`src/psrm_pkg.sv`:
```
package psrm_pkg;
   localparam int  CLK_HZ         = 20_000_000;
   localparam int  DELAY_MS       = 100;
   localparam int  DELAY_CYCLES   = (CLK_HZ / 1000) * DELAY_MS;
   localparam int  RETRY_MS       = 100;
   localparam int  RETRY_CYCLES   = (CLK_HZ / 1000) * RETRY_MS;
   localparam int  RETRY_LIMIT    = 5;
   localparam int  RAIL_COUNT     = 4;
   localparam int  CNT_W          = 32;
   localparam logic RESET_ACTIVE  = 1'b0;

   typedef enum logic [1:0] {
      PSRM_GATE_ON    = 2'b00,
      PSRM_GATE_WAIT  = 2'b01,
      PSRM_GATE_DEAD  = 2'b10
   } psrm_gate_e;

   typedef struct packed {
      logic overVoltage;
      logic underVoltage;
      logic overCurrent;
      logic drainOn;
      logic gateOn;
   } psrm_sense_s;
endpackage

```
`src/psrm_delay.sv`:
```
module psrm_delay
   import psrm_pkg::*;
#(
   parameter int DELAY = DELAY_CYCLES
) (
   input  wire logic clock,
   input  wire logic sys_rst,
   input  wire logic clockEnable,
   input  wire logic start,
   output logic      done
);
   logic [CNT_W-1:0] count;

   // count restarts whenever the qualifying input drops before expiry
   always_ff @(posedge clock or posedge sys_rst) begin
      if (sys_rst) begin
         count <= '0;
         done  <= 1'b0;
      end else if (clockEnable) begin
         if (!start) begin
            count <= '0;
            done  <= 1'b0;
         end else if (count >= CNT_W'(DELAY - 1)) begin
            done  <= 1'b1;
         end else begin
            count <= count + CNT_W'(1);
         end
      end
   end
endmodule // psrm_delay

```
`src/psrm_sequencer.sv`:
```
module psrm_sequencer
   import psrm_pkg::*;
#(
   parameter int DELAY       = DELAY_CYCLES,
   parameter int RETRY_DELAY = RETRY_CYCLES,
   parameter bit LIMITED     = 1'b1
) (
   input  wire logic                  clock,
   input  wire logic                  sys_rst,
   input  wire logic                  clockEnable,
   input  wire psrm_sense_s           sense,
   input  wire logic [RAIL_COUNT-1:0] rail_request_n,
   input  wire logic                  hot_side_manual_clear_n,
   input  wire logic                  cold_side_manual_restart,
   output logic                       gateEnable,
   output logic                       supply_good_n,
   output logic [RAIL_COUNT-1:0]      rail_ok_n,
   output logic                       systemReset,
   output logic                       retry_exhausted_flag
);
   logic [RAIL_COUNT-1:0] railDone;
   logic                  resetDone;
   logic                  allGood;
   logic                  noFault;
   logic                  retryDone;
   logic                  fetOn;
   logic                  giveUp;
   logic [2:0]            failCount;
   psrm_gate_e            gateState;

   genvar i;
   generate
      for (i = 0; i < RAIL_COUNT; i++) begin : g_rail
         psrm_delay #(.DELAY(DELAY)) u_delay (
            .clock       (clock),
            .sys_rst     (sys_rst),
            .clockEnable (clockEnable),
            .start       (!rail_request_n[i]),
            .done        (railDone[i])
         );
         always_ff @(posedge clock or posedge sys_rst) begin
            if (sys_rst) begin
               rail_ok_n[i] <= 1'b1;
            end else if (clockEnable) begin
               // done falls a cycle after the request rises, so the request gates ok here
               rail_ok_n[i] <= !(railDone[i] && !rail_request_n[i]);
            end
         end
      end
   endgenerate

   assign allGood = !supply_good_n && (rail_ok_n == '0);

   psrm_delay #(.DELAY(DELAY)) u_reset_delay (
      .clock       (clock),
      .sys_rst     (sys_rst),
      .clockEnable (clockEnable),
      .start       (allGood),
      .done        (resetDone)
   );

   // reset output is active high here; active from power-up
   always_ff @(posedge clock or posedge sys_rst) begin
      if (sys_rst) begin
         systemReset <= 1'b1;
      end else if (clockEnable) begin
         systemReset <= !(resetDone && allGood);
      end
   end

   assign noFault = !sense.overVoltage && !sense.underVoltage && !sense.overCurrent;

   // retry timer only runs in the wait state
   psrm_delay #(.DELAY(RETRY_DELAY)) u_retry_delay (
      .clock       (clock),
      .sys_rst     (sys_rst),
      .clockEnable (clockEnable),
      .start       (gateState == PSRM_GATE_WAIT),
      .done        (retryDone)
   );

   assign fetOn = noFault && sense.drainOn && sense.gateOn;

   // five retries must actually run and fail before giving up
   assign giveUp = LIMITED && (failCount >= 3'(RETRY_LIMIT));

   // soft reinsert: a hot-side clear always lands back in the on state
   always_ff @(posedge clock or posedge sys_rst) begin
      if (sys_rst) begin
         gateState <= PSRM_GATE_ON;
      end else if (clockEnable) begin
         if (!hot_side_manual_clear_n) begin
            gateState <= PSRM_GATE_ON;
         end else begin
            case (gateState)
               PSRM_GATE_ON: begin
                  if (sense.overCurrent && giveUp) begin
                     gateState <= PSRM_GATE_DEAD;
                  end else if (sense.overCurrent) begin
                     gateState <= PSRM_GATE_WAIT;
                  end
               end
               PSRM_GATE_WAIT: begin
                  if (retryDone) begin
                     gateState <= PSRM_GATE_ON;
                  end
               end
               PSRM_GATE_DEAD: gateState <= PSRM_GATE_DEAD;
               default:        gateState <= PSRM_GATE_ON;
            endcase
         end
      end
   end

   // retries that ran; saturates so the unlimited variant cannot wrap
   always_ff @(posedge clock or posedge sys_rst) begin
      if (sys_rst) begin
         failCount <= '0;
      end else if (clockEnable) begin
         if (!hot_side_manual_clear_n) begin
            failCount <= '0;
         end else if (gateState == PSRM_GATE_ON && fetOn) begin
            failCount <= '0;
         end else if (gateState == PSRM_GATE_WAIT && retryDone
                      && failCount < 3'(RETRY_LIMIT)) begin
            failCount <= failCount + 3'd1;
         end
      end
   end

   always_ff @(posedge clock or posedge sys_rst) begin
      if (sys_rst) begin
         gateEnable <= 1'b0;
      end else if (clockEnable) begin
         gateEnable <= hot_side_manual_clear_n && noFault
                       && (gateState == PSRM_GATE_ON);
      end
   end

   always_ff @(posedge clock or posedge sys_rst) begin
      if (sys_rst) begin
         retry_exhausted_flag <= 1'b0;
      end else if (clockEnable) begin
         if (!hot_side_manual_clear_n) begin
            retry_exhausted_flag <= 1'b0;
         end else if (gateState == PSRM_GATE_DEAD) begin
            retry_exhausted_flag <= 1'b1;
         end
      end
   end

   always_ff @(posedge clock or posedge sys_rst) begin
      if (sys_rst) begin
         supply_good_n <= 1'b1;
      end else if (clockEnable) begin
         if (cold_side_manual_restart) begin
            supply_good_n <= 1'b1;
         end else begin
            supply_good_n <= !(noFault && sense.drainOn && sense.gateOn
                               && gateEnable);
         end
      end
   end
endmodule // psrm_sequencer

```
`config.mk`:
```
export PLATFORM = sky130hd
export DESIGN_NAME = psrm_sequencer
export DESIGN_NICKNAME = d
export VERILOG_FILES = /design/src/psrm_pkg.sv /design/src/psrm_delay.sv /design/src/psrm_sequencer.sv
export SDC_FILE = /design/constraint.sdc
export NUM_CORES = 1
export LEC_CHECK = 0
export ABC_CLOCK_PERIOD_IN_PS = 6800
export BUFFER_PORTS_ARGS = -buffer_cell sky130_fd_sc_hd__buf_2
export CORE_ASPECT_RATIO = 0.6
export CORE_UTILIZATION = 50
export DETAILED_ROUTE_END_ITERATION = 16
export GPL_TIMING_DRIVEN = 0
export PLACE_DENSITY = 0.76
export SLEW_MARGIN = 0
export SYNTH_ARGS = -nofsm -noshare
export SYNTH_HDL_FRONTEND = slang
export SYNTH_SLANG_ARGS = --single-unit
```
`constraint.sdc`:
```
create_clock -name clock -period 6.8 [get_ports clock]
set_clock_uncertainty 0.05 [all_clocks]
set_input_delay 0.68 -clock clock [delete_from_list [all_inputs] [get_ports clock]]
set_output_delay 0.68 -clock clock [all_outputs]
set_load 0.05 [all_outputs]
```
==> out/qor.yml <==
outcome: "finished clean"
timing.setup.tns_ps: 0
syn_inst: 1131
synth_cell_types: 69
end_kind: "flip-flop"
die_h_microns: 115
synth-seq-cells: 211
yosysTopAreaCellShare: 0.482
grt_max_degree: 131
dr_total_vias: 9418
hp-class: "input port to async pin"
setup_viol: 0
path_max_fanout: 10
layout-drive-gt1-share: 0.0682
period_minus_slack_ps: 3330
num_rows: 40
p_seq_frac: 0.494
synthTopCellsByArea: "dfrtp_1 (48%), nand3_1 (3.9%), and2_1 (3.8%)"
required_ps: 7180
cts-buffers-inserted: 21
combPwrFrac: 0.087
syn-num-nets: 1153
postLayoutCellArea_sq_mm: 0.0118
yosysSeqAreaShare: 0.497
synthesis.area_sq_mm: 0.0106
drc: 0
io_buffers: 19
grt.busiest_layer: "met1"
first_pass_iters: 6
final_common_cell: "dfrtp_1"
intPower_mw: 2.05
cts.sinks: 211
yosysTopAreaCell: "dfrtp_1"
power.switching_mw: 0.740
crit_type: "input port to flip-flop"
start_kind: "input port"
clockBufferDepth: 3
clk_pin_slew_ps: 70
clock_latency_ps: 510
grt.met1_usage: 0.420
postCtsSetupRepairBufs: 0
grt_pass1_wl_microns: 45500
wire_per_inst_microns: 18.8
hold_viol: 0
use_met2: 0.350
worstPathCellList: "buf_2, clkbuf_1, buf_1, clkbuf_1, buf_1, a41oi_1, a21oi_1"
yosysWarnings: 0
postSynthAreaPerCell_sq_um: 9.40
vdd_drop_max_mv: 0.191
place_area_sq_mm: 0.0111
die_area_sq_mm: 0.0219
diodes: 0
die_w_microns: 190
drtIter0Drc: 1152
critPathMaxStageDelay_ps: 710
cts_root_buf: "clkbuf_16"
grtUsageTotal: 0.259
core-area_sq_mm: 0.0204
hold_ws_ps: 203
worst_slack_ps: 3470
ctsResizeCount: 0
most-common-layout-cells: "dfrtp_1 (205), nand2_1 (104), nand3_1 (82)"
initial_core_util: 0.521
cts_hold_buf: 0
rsz0062_at_grt: "false"
overflow: 0
antenna_left: 0
cts_max_level: 1
maxSlewViolCount: 0
maxCapViolations: 0
gp_congestion: 0.904
syn_to_final_growth_pct: 10.9
finalCritPeriodShare: 0.490
pre_cts_slack_ps: 3020
ys.flop_type: "dfrtp_1"
pwr-share-clk: 0.419
antenna_found_initial: 0
num_io_pins: 22
critical_path.slowest_cell: "clkbuf_1"
synth-edff-count: 0
finalNetCount: 1196
slew_headroom: 0.429
use_met3: 0.0488
synthArstFlopShare: 1.00
cts_tree: "yes"
p_sw_frac: 0.265
worst_slew_pin_slew_ps: 857
worstPathArrival_ps: 3710
totalWireLength_microns: 27400
grt_pass1_vias: 8463
pwr_density_cell_mw_per_mm2: 237
p_leak_nw: 5.11
fmax_mhz: 300
viasPerCell: 6.45
n_fill_cell: 1750
dpl.hpwl_microns: 18300
worst max-delay path, delay by kind of cell:
kind / cells / cell delay, ps
buf+inv: 5 / 2600
compound gates: 2 / 420
cells in the mapped netlist, types with 7 or more instances:
library cell / instances
dfrtp_1: 205
nand2_1: 104
nand3_1: 82
nor2_1: 81
and2_1: 64
o21ai_0: 48
clkbuf_1: 41
inv_1: 38
a21oi_1: 37
nor3_1: 34
and3_1: 32
nor4_1: 32
nand4_1: 30
a31oi_1: 25
o211ai_1: 24
o311ai_0: 22
or4_1: 22
o31ai_1: 16
a22o_1: 14
or3_1: 14
and4_1: 13
mux2i_1: 9
nor2b_1: 9
a311o_1: 8
ha_1: 8
a41oi_1: 7
layer usage:
layer  vias up  part of all wire  wire length [microns]
met1      4571              0.49                  13500
met3        57             0.092                   2530
li1       4336                 -                      -
met2       454              0.39                  10800
met5         -                 0                      0
met4         0             0.021                    571
through the flow:
| step | power [mW] | utilization | std cells |
|---|---|---|---|
| 6_report | 2.79 | 0.577 | 1461 |
| 3_5_place_dp | 1.64 | 0.544 | 1424 |
| 4_1_cts | 2.81 | 0.577 | 1461 |
| 5_1_grt | 2.90 | 0.577 | 1461 |
| 2_1_floorplan | 1.56 | - | 1131 |
| 3_3_place_gp | 1.63 | 0.542 | 1423 |
worst paths after layout:
check / end / slack [ps] / from / depth (start not counted)
worst min-delay path: u_reset_delay.count[16] / 200 / sys_rst / 2
worst min register to register: rail_ok_n[1] / 380 / g_rail[1].u_delay.done / 1
worst max register to register: g_rail[2].u_delay.count[3] / 3950 / g_rail[2].u_delay.count[12] / 8
max in group asynchronous: g_rail[1].u_delay.count[22] / 5450 / sys_rst / 3
min in group clock: supply_good_n / 380 / cold_side_manual_restart / 2
worst max-delay path: g_rail[1].u_delay.count[20] / 3470 / clockEnable / 7
registers in the layout (all words and copies together), names as in the netlist:
signal / flops
gateEnable: 1
rail_ok_n: 4
g_rail.u_delay.done: 4
failCount: 3
supply_good_n: 1
u_retry_delay.count: 32
u_reset_delay.done: 1
systemReset: 1
u_retry_delay.done: 1
gateState: 2
u_reset_delay.count: 32
g_rail.u_delay.count: 128
retry_exhausted_flag: 1
cell families (layout without fill, tap and decap cells):
group / count (synthesis) / in the layout / synth area share
fa+ha+maj: 8 / 8 / 0.00941
flops: 211 / 211 / 0.497
buf+inv: 92 / 149 / 0.0337
compound gates: 259 / 259 / 0.171
simple gates: 542 / 542 / 0.271
xor+xnor: 8 / 8 / 0.00659
mux: 11 / 11 / 0.0106
power groups by stage:
| stage | clock, mW | combinational (mW) | sequential [mW] |
|---|---|---|---|
| 3_3_place_gp | 0 | 0.233 | 1.40 |
| 6_report | 1.17 | 0.244 | 1.38 |
| 3_5_place_dp | 0 | 0.242 | 1.40 |
| 2_1_floorplan | 0 | 0.173 | 1.38 |
| 4_1_cts | 1.19 | 0.243 | 1.38 |
| 5_1_grt | 1.24 | 0.275 | 1.39 |
area by class of cell:
type	instances	area, sq um	share of cell area
Tap cell	273	342	0.0290
Sequential cell	211	5290	0.448
Buffer	52	208	0.0176
Inverter	40	158	0.0134
Multi-Input combinational cell	828	4990	0.423
Clock buffer	29	606	0.0514
Timing Repair Buffer	20	123	0.0104
Clock inverter	8	81.3	0.00690
Power figures use the tool's default switching activity.
